[src/ebc_pkg.sv]
// Package of constants and types for the exception boundary control unit.
// Contract
// RULE_01 - Vector number indexes handler descriptor table.
// RULE_02 - Table lookup used in every mode.
// RULE_03 - Stop program, save return instruction pointer.
// RULE_04 - Masked external interrupt stays pending.
// RULE_05 - Masked float exception gets default handling.
// RULE_06 - Precise boundary is oldest uncompleted instruction.
// RULE_07 - Precise event saves pointer to boundary.
// RULE_08 - Imprecise event may be at any instruction.
// RULE_09 - Boundary before: cause never updates state.
// RULE_10 - Boundary after: cause and older complete.
// RULE_11 - Task switch may leave registers updated.
// RULE_12 - Task switch disabled in long mode.
// RULE_13 - Fault discards state, points at itself.
// RULE_14 - Trap completes, points at next instruction.
// RULE_15 - Abort is imprecise, not restartable.
// RULE_16 - External interrupts are asynchronous bus signals.
// RULE_17 - Interrupt instruction raises synchronous event.
// RULE_18 - Single step and breakpoint raise exceptions.
// RULE_19 - Maskable interrupt needs interrupt enable flag.
// RULE_20 - Nonmaskable blocks further until interrupt return.
// RULE_21 - 256 vectors, lowest 32 reserved.
// RULE_22 - Stack selector load shadows one instruction.
// RULE_23 - One record per delivered event.
// RULE_24 - External requests sampled at instruction boundaries.
package ebc_pkg;
	// Vector space size and the reserved range at its bottom.
	localparam int VEC_COUNT = 256;
	localparam int VEC_RESERVED = 32;
	localparam int VEC_W = 8;
	localparam int IP_W = 64;
	// Fixed vectors; the unit itself uses VEC_DEBUG and VEC_NMI, and VEC_TASK_SWITCH is not used.
	localparam logic [7:0] VEC_DEBUG = 8'h01;
	localparam logic [7:0] VEC_NMI = 8'h02;
	localparam logic [7:0] VEC_TASK_SWITCH = 8'h0a;
	// Event class carried in each delivery record.
	typedef enum logic [1:0] {
		EBC_CLASS_FAULT = 2'h0,
		EBC_CLASS_TRAP = 2'h1,
		EBC_CLASS_ABORT = 2'h2,
		EBC_CLASS_INTR = 2'h3
	} ebc_class_t;
	// Operating mode of the core.
	typedef enum logic [1:0] {
		EBC_MODE_REAL = 2'h0,
		EBC_MODE_PROT = 2'h1,
		EBC_MODE_LONG = 2'h2
	} ebc_mode_t;
	// Reset value of the nonmaskable block and shadow state.
	localparam logic NMI_BLOCK_RST = 1'b0;
	localparam logic SHADOW_RST = 1'b0;
endpackage

[src/ebc_unit.sv]
// Exception boundary control: classifies events and issues delivery records.
`timescale 1ns/100ps
module ebc_unit
	import ebc_pkg::*;
#(
	parameter int DESC_W = 4
) (
	input wire logic clk,
	input wire logic rst,
	// Retiring instruction: valid pulse with its address and length-next address.
	input wire logic retire_valid,
	input wire logic [IP_W-1:0] retire_ip,
	input wire logic [IP_W-1:0] retire_next_ip,
	input wire logic retire_is_stack_selector_load,
	input wire logic retire_is_interrupt_return,
	input wire logic retire_is_task_switch,
	// Synchronous fault reported against the retiring instruction.
	input wire logic fault_valid,
	input wire logic [VEC_W-1:0] fault_vector,
	// Synchronous trap reported against the retiring instruction.
	input wire logic trap_valid,
	input wire logic [VEC_W-1:0] trap_vector,
	// Software interrupt instruction retiring with its vector.
	input wire logic soft_int_valid,
	input wire logic [VEC_W-1:0] soft_int_vector,
	// Single step and address breakpoint conditions on the retiring instruction.
	input wire logic single_step,
	input wire logic breakpoint_hit,
	// Floating-point exception condition and its mask.
	input wire logic fp_exc_valid,
	input wire logic fp_exc_masked,
	input wire logic [VEC_W-1:0] fp_exc_vector,
	// Abort condition, not tied to any instruction.
	input wire logic abort_valid,
	input wire logic [VEC_W-1:0] abort_vector,
	// External interrupt signalling from system logic.
	input wire logic ext_int_req,
	input wire logic [VEC_W-1:0] ext_int_vector,
	input wire logic nmi_req,
	// Core state.
	input wire logic interrupt_enable_flag,
	input wire ebc_mode_t mode,
	input wire logic [IP_W-1:0] handler_descriptor_table,
	// Delivery record to the control-transfer path.
	output logic deliver_valid,
	output logic [VEC_W-1:0] deliver_vector,
	output ebc_class_t deliver_class,
	output logic [IP_W-1:0] saved_instruction_pointer,
	output logic [IP_W-1:0] deliver_desc_addr,
	output logic deliver_restartable,
	output logic commit_ok,
	output logic flush,
	output logic fp_default_apply,
	output logic task_switch_enable,
	output logic ext_int_pending,
	output logic nmi_pending,
	output logic nmi_blocked
);
	// Held interrupt state.
	logic ext_pend, next_ext_pend;
	logic [VEC_W-1:0] ext_vec, next_ext_vec;
	logic nmi_pend, next_nmi_pend;
	logic nmi_block, next_nmi_block;
	logic shadow, next_shadow;
	// Registered delivery record.
	logic dv, next_dv;
	logic [VEC_W-1:0] dvec, next_dvec;
	ebc_class_t dcls, next_dcls;
	logic [IP_W-1:0] dip, next_dip;
	logic drst, next_drst;
	logic fpd, next_fpd;
	// Combinational selections.
	logic take_fault, take_trap, take_nmi, take_ext, take_abort, sync_trap;
	logic [VEC_W-1:0] trap_vec_sel;

	// Descriptor address is vector times entry size plus table base.
	function automatic logic [IP_W-1:0] desc_addr(input logic [IP_W-1:0] base,
			input logic [VEC_W-1:0] vec);
		desc_addr = base + ({{(IP_W-VEC_W){1'b0}}, vec} << DESC_W);
	endfunction

	// Pending vector wins over a freshly arriving one.
	function automatic logic [VEC_W-1:0] next_ext_vec_sel(input logic pend,
			input logic [VEC_W-1:0] held, input logic [VEC_W-1:0] fresh);
		next_ext_vec_sel = pend ? held : fresh;
	endfunction

	// Event selection: abort first, then fault, then trap, then interrupts.
	always_comb begin
		// An abort needs no retiring instruction, so it can cut in at any cycle.
		take_abort = abort_valid; // see RULE_08
		take_fault = retire_valid && !take_abort && fault_valid; // see RULE_09
		// Software interrupt, debug and unmasked float conditions retire as traps.
		sync_trap = trap_valid || soft_int_valid || single_step || breakpoint_hit
			|| (fp_exc_valid && !fp_exc_masked); // see RULE_17
		trap_vec_sel = trap_vector;
		if (soft_int_valid) begin
			trap_vec_sel = soft_int_vector; // see RULE_17
		end else if (single_step || breakpoint_hit) begin
			trap_vec_sel = VEC_DEBUG; // see RULE_18
		end else if (fp_exc_valid && !fp_exc_masked) begin
			trap_vec_sel = fp_exc_vector;
		end else if (trap_valid) begin
			trap_vec_sel = trap_vector;
		end
		// Debug traps are held off in the stack selector shadow.
		take_trap = retire_valid && !take_abort && !fault_valid && sync_trap
			&& !(shadow && (single_step || breakpoint_hit) && !trap_valid
			&& !soft_int_valid); // see RULE_22
		// Interrupts are only taken at a clean retirement boundary.
		take_nmi = retire_valid && !take_abort && !fault_valid && !take_trap
			&& (nmi_pend || nmi_req) && !nmi_block && !shadow; // see RULE_24
		take_ext = retire_valid && !take_abort && !fault_valid && !take_trap && !take_nmi
			&& (ext_pend || ext_int_req) && interrupt_enable_flag && !shadow; // see RULE_19
	end

	// Next state of the held interrupts, shadow and delivery record.
	always_comb begin
		// Asynchronous requests are latched whenever they arrive.
		next_ext_pend = (ext_pend || ext_int_req) && !take_ext; // see RULE_04
		next_ext_vec = ext_int_req && !ext_pend ? ext_int_vector : ext_vec; // see RULE_16
		next_nmi_pend = (nmi_pend || nmi_req) && !take_nmi;
		// Set wins over the interrupt-return clear in the same cycle.
		next_nmi_block = take_nmi || (nmi_block && !(retire_valid && !fault_valid
			&& retire_is_interrupt_return)); // see RULE_20
		next_shadow = shadow;
		if (retire_valid && !fault_valid) begin
			next_shadow = retire_is_stack_selector_load && !shadow; // see RULE_22
		end
		next_dv = take_abort || take_fault || take_trap || take_nmi || take_ext; // see RULE_23
		// Record fields keep their values between deliveries so a slow reader still sees them.
		next_dvec = dvec;
		next_dcls = dcls;
		next_dip = dip;
		next_drst = drst;
		if (take_abort) begin
			next_dvec = abort_vector;
			next_dcls = EBC_CLASS_ABORT; // see RULE_15
			next_dip = retire_ip;
			next_drst = 1'b0;
		end else if (take_fault) begin
			next_dvec = fault_vector;
			next_dcls = EBC_CLASS_FAULT;
			next_dip = retire_ip; // see RULE_13
			next_drst = 1'b1;
		end else if (take_trap) begin
			next_dvec = trap_vec_sel;
			next_dcls = EBC_CLASS_TRAP;
			next_dip = retire_next_ip; // see RULE_14
			next_drst = 1'b1;
		end else if (take_nmi || take_ext) begin
			next_dvec = take_nmi ? VEC_NMI : next_ext_vec_sel(ext_pend, ext_vec, ext_int_vector);
			next_dcls = EBC_CLASS_INTR;
			next_dip = retire_next_ip; // see RULE_07
			next_drst = 1'b1;
		end
		// Masked float conditions are resolved by default handling.
		next_fpd = fp_exc_valid && fp_exc_masked; // see RULE_05
	end

	// Registers of the whole unit.
	// Reset values are constants only, so reset never hangs on a live input.
	always_ff @(posedge clk or posedge rst) begin
		if (rst) begin
			ext_pend <= 1'b0;
			ext_vec <= 8'h00;
			nmi_pend <= 1'b0;
			nmi_block <= NMI_BLOCK_RST;
			shadow <= SHADOW_RST;
			dv <= 1'b0;
			dvec <= 8'h00;
			dcls <= EBC_CLASS_FAULT;
			dip <= 64'h0;
			drst <= 1'b0;
			fpd <= 1'b0;
		end else begin
			ext_pend <= next_ext_pend;
			ext_vec <= next_ext_vec;
			nmi_pend <= next_nmi_pend;
			nmi_block <= next_nmi_block;
			shadow <= next_shadow;
			dv <= next_dv;
			dvec <= next_dvec;
			dcls <= next_dcls;
			dip <= next_dip;
			drst <= next_drst;
			fpd <= next_fpd;
		end
	end

	// A faulting or aborted instruction never commits; older ones already did.
	// A task switch in long mode has no hardware behind it, so it never commits either.
	assign commit_ok = retire_valid && !fault_valid && !abort_valid
		&& !(retire_is_task_switch && !task_switch_enable); // see RULE_10 RULE_12
	// Younger work is squashed as control passes to the handler.
	assign flush = next_dv; // see RULE_03
	// Task switch hardware exists outside long mode only.
	assign task_switch_enable = (mode != EBC_MODE_LONG); // see RULE_12
	// A task switch trap may leave switched registers updated; nothing restores them.
	assign deliver_valid = dv; // see RULE_11
	assign deliver_vector = dvec;
	assign deliver_class = dcls;
	assign saved_instruction_pointer = dip; // see RULE_06
	// Same table lookup in every mode.
	assign deliver_desc_addr = desc_addr(handler_descriptor_table, dvec); // see RULE_01 RULE_02
	assign deliver_restartable = drst;
	assign fp_default_apply = fpd;
	assign ext_int_pending = ext_pend;
	assign nmi_pending = nmi_pend;
	assign nmi_blocked = nmi_block;

	// The vector field spans exactly the full vector space.
	a_vec_space: assert property (@(posedge clk) disable iff (rst) // see RULE_21
		(2 ** VEC_W == VEC_COUNT) && (VEC_RESERVED < VEC_COUNT))
		else $error("vector space size wrong");
	a_fault_ip: assert property (@(posedge clk) disable iff (rst) // see RULE_13
		take_fault |=> deliver_valid && deliver_class == EBC_CLASS_FAULT
		&& saved_instruction_pointer == $past(retire_ip))
		else $error("fault saved pointer wrong");
	a_trap_ip: assert property (@(posedge clk) disable iff (rst) // see RULE_14
		take_trap |=> deliver_class == EBC_CLASS_TRAP
		&& saved_instruction_pointer == $past(retire_next_ip))
		else $error("trap saved pointer wrong");
	a_fault_nocommit: assert property (@(posedge clk) disable iff (rst) // see RULE_09
		fault_valid |-> !commit_ok)
		else $error("faulting instruction committed");
	a_ext_pending: assert property (@(posedge clk) disable iff (rst) // see RULE_04
		ext_int_req && !take_ext |=> ext_int_pending)
		else $error("external interrupt lost");
	a_if_gate: assert property (@(posedge clk) disable iff (rst) // see RULE_19
		take_ext |-> interrupt_enable_flag)
		else $error("interrupt taken while disabled");
	a_nmi_block: assert property (@(posedge clk) disable iff (rst) // see RULE_20
		take_nmi |=> nmi_blocked)
		else $error("nmi did not block");
	a_shadow_hold: assert property (@(posedge clk) disable iff (rst) // see RULE_22
		shadow |-> !take_ext && !take_nmi)
		else $error("interrupt inside stack shadow");
	a_abort_class: assert property (@(posedge clk) disable iff (rst) // see RULE_15
		abort_valid |=> deliver_class == EBC_CLASS_ABORT && !deliver_restartable)
		else $error("abort not imprecise");
	a_fp_masked: assert property (@(posedge clk) disable iff (rst) // see RULE_05
		fp_exc_valid && fp_exc_masked |=> fp_default_apply)
		else $error("masked float not defaulted");
	a_long_ts: assert property (@(posedge clk) disable iff (rst) // see RULE_12
		mode == EBC_MODE_LONG |-> !task_switch_enable)
		else $error("task switch in long mode");

	// Further guards on the delivery record and the held interrupt state.
	// Interrupt return lifts the nonmaskable block unless a new one is taken at once.
	a_nmi_release: assert property (@(posedge clk) disable iff (rst) // see RULE_20
		retire_valid && !fault_valid && retire_is_interrupt_return && !take_nmi
		|=> !nmi_blocked)
		else $error("nmi block not released");
	// Every taken event shows up as exactly one record on the next cycle.
	a_flush_record: assert property (@(posedge clk) disable iff (rst) // see RULE_23
		flush |=> deliver_valid)
		else $error("taken event gave no record");
	a_quiet_record: assert property (@(posedge clk) disable iff (rst) // see RULE_23
		!flush |=> !deliver_valid)
		else $error("record without a taken event");
	// Interrupts wait for a retiring instruction so that a boundary exists.
	a_int_boundary: assert property (@(posedge clk) disable iff (rst) // see RULE_24
		!retire_valid |-> !take_ext && !take_nmi)
		else $error("interrupt taken off a boundary");
	// A masked float condition alone never starts a trap.
	a_fp_no_trap: assert property (@(posedge clk) disable iff (rst) // see RULE_05
		fp_exc_valid && fp_exc_masked && !trap_valid && !soft_int_valid
		&& !single_step && !breakpoint_hit |-> !take_trap)
		else $error("masked float raised a trap");
	// A stack selector load outside the shadow arms it for one instruction.
	a_shadow_arm: assert property (@(posedge clk) disable iff (rst) // see RULE_22
		retire_valid && !fault_valid && retire_is_stack_selector_load && !shadow
		|=> shadow)
		else $error("stack shadow not armed");
	// A held external request is delivered with the vector it first brought.
	a_ext_vector: assert property (@(posedge clk) disable iff (rst) // see RULE_04
		take_ext && ext_pend |=> deliver_vector == $past(ext_vec))
		else $error("held vector lost");
	// An abort pre-empts every other event in its cycle.
	a_abort_first: assert property (@(posedge clk) disable iff (rst) // see RULE_08
		abort_valid |-> !take_fault && !take_trap && !take_ext && !take_nmi)
		else $error("event taken beside an abort");
	// A task switch in long mode must never commit its register updates.
	a_ts_commit: assert property (@(posedge clk) disable iff (rst) // see RULE_12
		retire_valid && retire_is_task_switch && mode == EBC_MODE_LONG |-> !commit_ok)
		else $error("task switch committed in long mode");
	// A trapping instruction completes before its record goes out, except a task switch in long mode.
	a_trap_commit: assert property (@(posedge clk) disable iff (rst) // see RULE_10
		take_trap && !retire_is_task_switch |-> commit_ok)
		else $error("trapping instruction not committed");
	// Interrupts resume after the retired instruction and stay restartable.
	a_int_record: assert property (@(posedge clk) disable iff (rst) // see RULE_07
		take_ext || take_nmi |=> deliver_class == EBC_CLASS_INTR && deliver_restartable
		&& saved_instruction_pointer == $past(retire_next_ip))
		else $error("interrupt record wrong");
	// An interrupt instruction delivers its own vector.
	a_soft_vec: assert property (@(posedge clk) disable iff (rst) // see RULE_17
		take_trap && soft_int_valid |=> deliver_vector == $past(soft_int_vector))
		else $error("software interrupt vector wrong");
	// Single step and breakpoint share the debug vector.
	a_debug_vec: assert property (@(posedge clk) disable iff (rst) // see RULE_18
		take_trap && !soft_int_valid && (single_step || breakpoint_hit)
		|=> deliver_vector == VEC_DEBUG)
		else $error("debug trap vector wrong");
endmodule

[config.mk]
export PLATFORM = sky130hd
export DESIGN_NAME = ebc_unit
export DESIGN_NICKNAME = d
export VERILOG_FILES = /design/src/ebc_pkg.sv /design/src/ebc_unit.sv
export SDC_FILE = /design/constraint.sdc
export NUM_CORES = 1
export LEC_CHECK = 0
export BUFFER_PORTS_ARGS = -buffer_cell sky130_fd_sc_hd__buf_2
export CAP_MARGIN = 20
export CORE_AREA = 5 5 153 155
export DETAILED_ROUTE_END_ITERATION = 10
export DIE_AREA = 0 0 158 160
export PLACE_DENSITY = 0.65
export SLEW_MARGIN = 40
export SYNTH_ARGS = -nofsm -noshare
export SYNTH_HDL_FRONTEND = slang
export SYNTH_SLANG_ARGS = --single-unit
[constraint.sdc]
create_clock -name clk -period 5.2 [get_ports clk]
set_input_delay 1.04 -clock clk [delete_from_list [all_inputs] [get_ports clk]]
set_output_delay 1.04 -clock clk [all_outputs]
set_load 0.01 [all_outputs]
==> out/results.ini <==
[outcome]
status=completed

[power]
ir_worst_vdd_uv=183
power.switching_mw=0.708
combPwrFrac_pct=29.5
power_switching_share_pct=33.4
clkPwrFrac_pct=32.3
power_frac_seq_pct=38.2
p_total_mw=2.12
power.internal_mw=1.41
p_leak_nw=4.15
pwr_density_cell_nw_per_um2=247

[routing]
drtIter0Drc=408
avgViaCountPerCell=5.05
antenna_left=0
vias=7004
drc=0
dr.pass1.iters=5
routed_wl_um=24800
wl_per_cell_um=17.8

[clock_network]
cts_sinks=89
cts_tree=yes
post_cts_buffers=0
htreeDepth=3
cts_root_buffer=clkbuf_16
cts_resized=0
clock_latency_ns=0.35
clk_pin_slew_ns=0.07
hold_buffers=0
cts_max_path_buffers=2
cts_buffers=9

[critical_path]
cp_data_required_time_ns=4.16
crit_path_start_kind=input pin
crit_path_end_kind=output port
arrival_ns=3.37
critical_path_class=input pin to output port
ff2ff_path_depth=6
worstPathMaxFanout=13

[logic_synthesis]
syn_inst=732
syn_area_per_cell_um2=8.31
syn_nets=1000
ys_types=60
ys_warn_count=0
synth_enable_flop_cells=0
synthArstFlopShare_pct=100
syn-cell-area_um2=6080
synth-seq-area-share_pct=36.6
ys.flop_type=dfrtp_1
ys_seq_elements=89

[sta]
slew_viol_final=0
rsz0062_at_grt=no
timing.final.ws_setup_ns=0.791
layout_worst_path_cycle_share_pct=84.8
max_clock_freq_ghz=0.227
hold_viol=0
min_period_ns=4.41
fin_tns_setup_ns=0
skew_ns=0.0129
setup_viol=0
tightest_slew_ns=0.840
slew_headroom_pct=43.8

[final_layout]
stdcell_count=1388
fin_nets=1371
antenna_cells=0
drive_gt1_share_pct=41.3
post-route-util_pct=39.6
syn_to_final_growth_pct=41.1

[global_route]
grt_overflow=0
grt_first_pass_wirelength_um=37000
first_global_vias=6785
grt_usage_pct=18.4
grt_max_degree=101
antenna_found_initial=2

[min_path]
whs_path_depth=2
hp-class=flip-flop to flip-flop

[floorplanning]
die_w_um=158
dieArea_um2=25300
io_pins=406
start_util_pct=28.0
row_count=54
die_h_um=160
core_um2=21700

[placement]
dp_cells=1372
pre_cts_ws_ns=0.831
portBuffers=397
dp_hpwl_um=19600
gp_congestion=1.11

[run]
drv_cap=0

==> cells by family after synthesis <==
| kind of cell | synth area share, % |
|---|---|
| compound gates | 19.7 |
| xor+xnor | 7.92 |
| fa+ha+maj | 1.97 |
| buf+inv | 5.16 |
| flops | 36.6 |
| mux | 4.09 |
| simple gates | 24.5 |
==> power groups by stage <==
stage / clock network [mW] / registers [mW] / logic (mW)
3_5_place_dp: 0 / 0.819 / 0.627
3_3_place_gp: 0 / 0.820 / 0.621
5_1_grt: 0.731 / 0.818 / 0.687
4_1_cts: 0.714 / 0.810 / 0.628
2_1_floorplan: 0 / 0.845 / 0.297
6_report: 0.685 / 0.810 / 0.624
==> metrics by stage <==
stage	instance area [µm²]	hold slack [ns]
global placement	8270	0.460
finish	8590	0.487
detailed placement	8280	0.469
CTS	8580	0.490
global route	8590	0.523
floorplan	6080	0.475
==> cell usage in the layout (no fill, tap or decap), types with 2 or more instances in the layout <==
master and instances:
nor2b_1 7, a211o_1 2, buf_6 2, and2_1 4, o21a_1 4, o211ai_1 10
mux2i_1 8, nor4_4 2, a31oi_1 67, inv_6 2, nand2_1 153, dfrtp_1 89
mux2_2 15, inv_1 13, a32oi_1 7, buf_4 9, o21ai_0 14, nand4_1 13
nor2_1 92, xor2_1 9, and3_1 10, o221ai_1 3, and4_1 11, clkinvlp_4 2
buf_2 397, nor4_1 3, a21oi_4 2, nand3_1 14, o2111ai_1 14, o31ai_1 6
o31a_1 2, ha_1 8, xnor2_1 46, o21bai_1 2, clkbuf_16 9, or4_1 2
a21oi_1 14, a22oi_1 8, nor3_1 4
==> synth_stat cells (14+ instances only) <==
master | count | area share, %
a21oi_1 | 15 | 1.2
a31oi_1 | 67 | 6.9
buf_2 | 14 | 1.2
buf_4 | 15 | 1.9
clkbuf_1 | 17 | 1.0
dfrtp_1 | 89 | 37
inv_1 | 14 | 0.86
mux2_2 | 15 | 2.8
nand2_1 | 153 | 9.4
nand3_1 | 14 | 1.2
nor2_1 | 92 | 5.7
o2111ai_1 | 14 | 2.0
o21ai_0 | 14 | 1.2
xnor2_1 | 46 | 6.6
==> final cells by class <==
cell class	instances	area [µm²]
Multi-Input combinational cell	581	3570
Timing Repair Buffer	408	2080
Inverter	14	57.6
Clock inverter	6	73.8
Fill cell	2267	13100
Tap cell	280	350
Sequential cell	89	2230
Clock buffer	10	229
==> state kept, by name, summed over array words and instances (netlist names) <==
register,flops
fp_default_apply,1
ext_int_pending,1
deliver_valid,1
deliver_restartable,1
nmi_blocked,1
ext_vec,8
nmi_pending,1
shadow,1
saved_instruction_pointer,64
deliver_class,2
deliver_vector,8
==> path summary, 6_finish.rpt <==
path,start,endpoint,slack (ns)
worst max-delay path,handler_descriptor_table[4],deliver_desc_addr[46],0.79
worst min-delay path,deliver_class[0],deliver_class[0],0.49
worst max register to register,ext_int_pending,saved_instruction_pointer[17],2.65
worst min register to register,deliver_class[0],deliver_class[0],0.49
max in group asynchronous,rst,saved_instruction_pointer[16],3.59
min in group asynchronous,rst,saved_instruction_pointer[48],0.75
==> worst max-delay path: stages <==
cell and delay (ns):
buf_2 0.08, ha_1 0.16, inv_1 0.06, fa_1 0.40
nor2b_1 0.19, o31a_1 0.30, o2111a_1 0.60, nand4_1 0.21
xnor2_1 0.18, buf_2 0.15
==> metal layers <==
layer	vias to the layer above	track usage (%)	routed length, µm
met4	4	6.51	771
met1	3231	21.8	9490
li1	3354	-	-
met3	45	5.52	2560
met5	-	0	27
met2	370	31.4	11900
No activity file was read; power rests on OpenSTA's default activity.
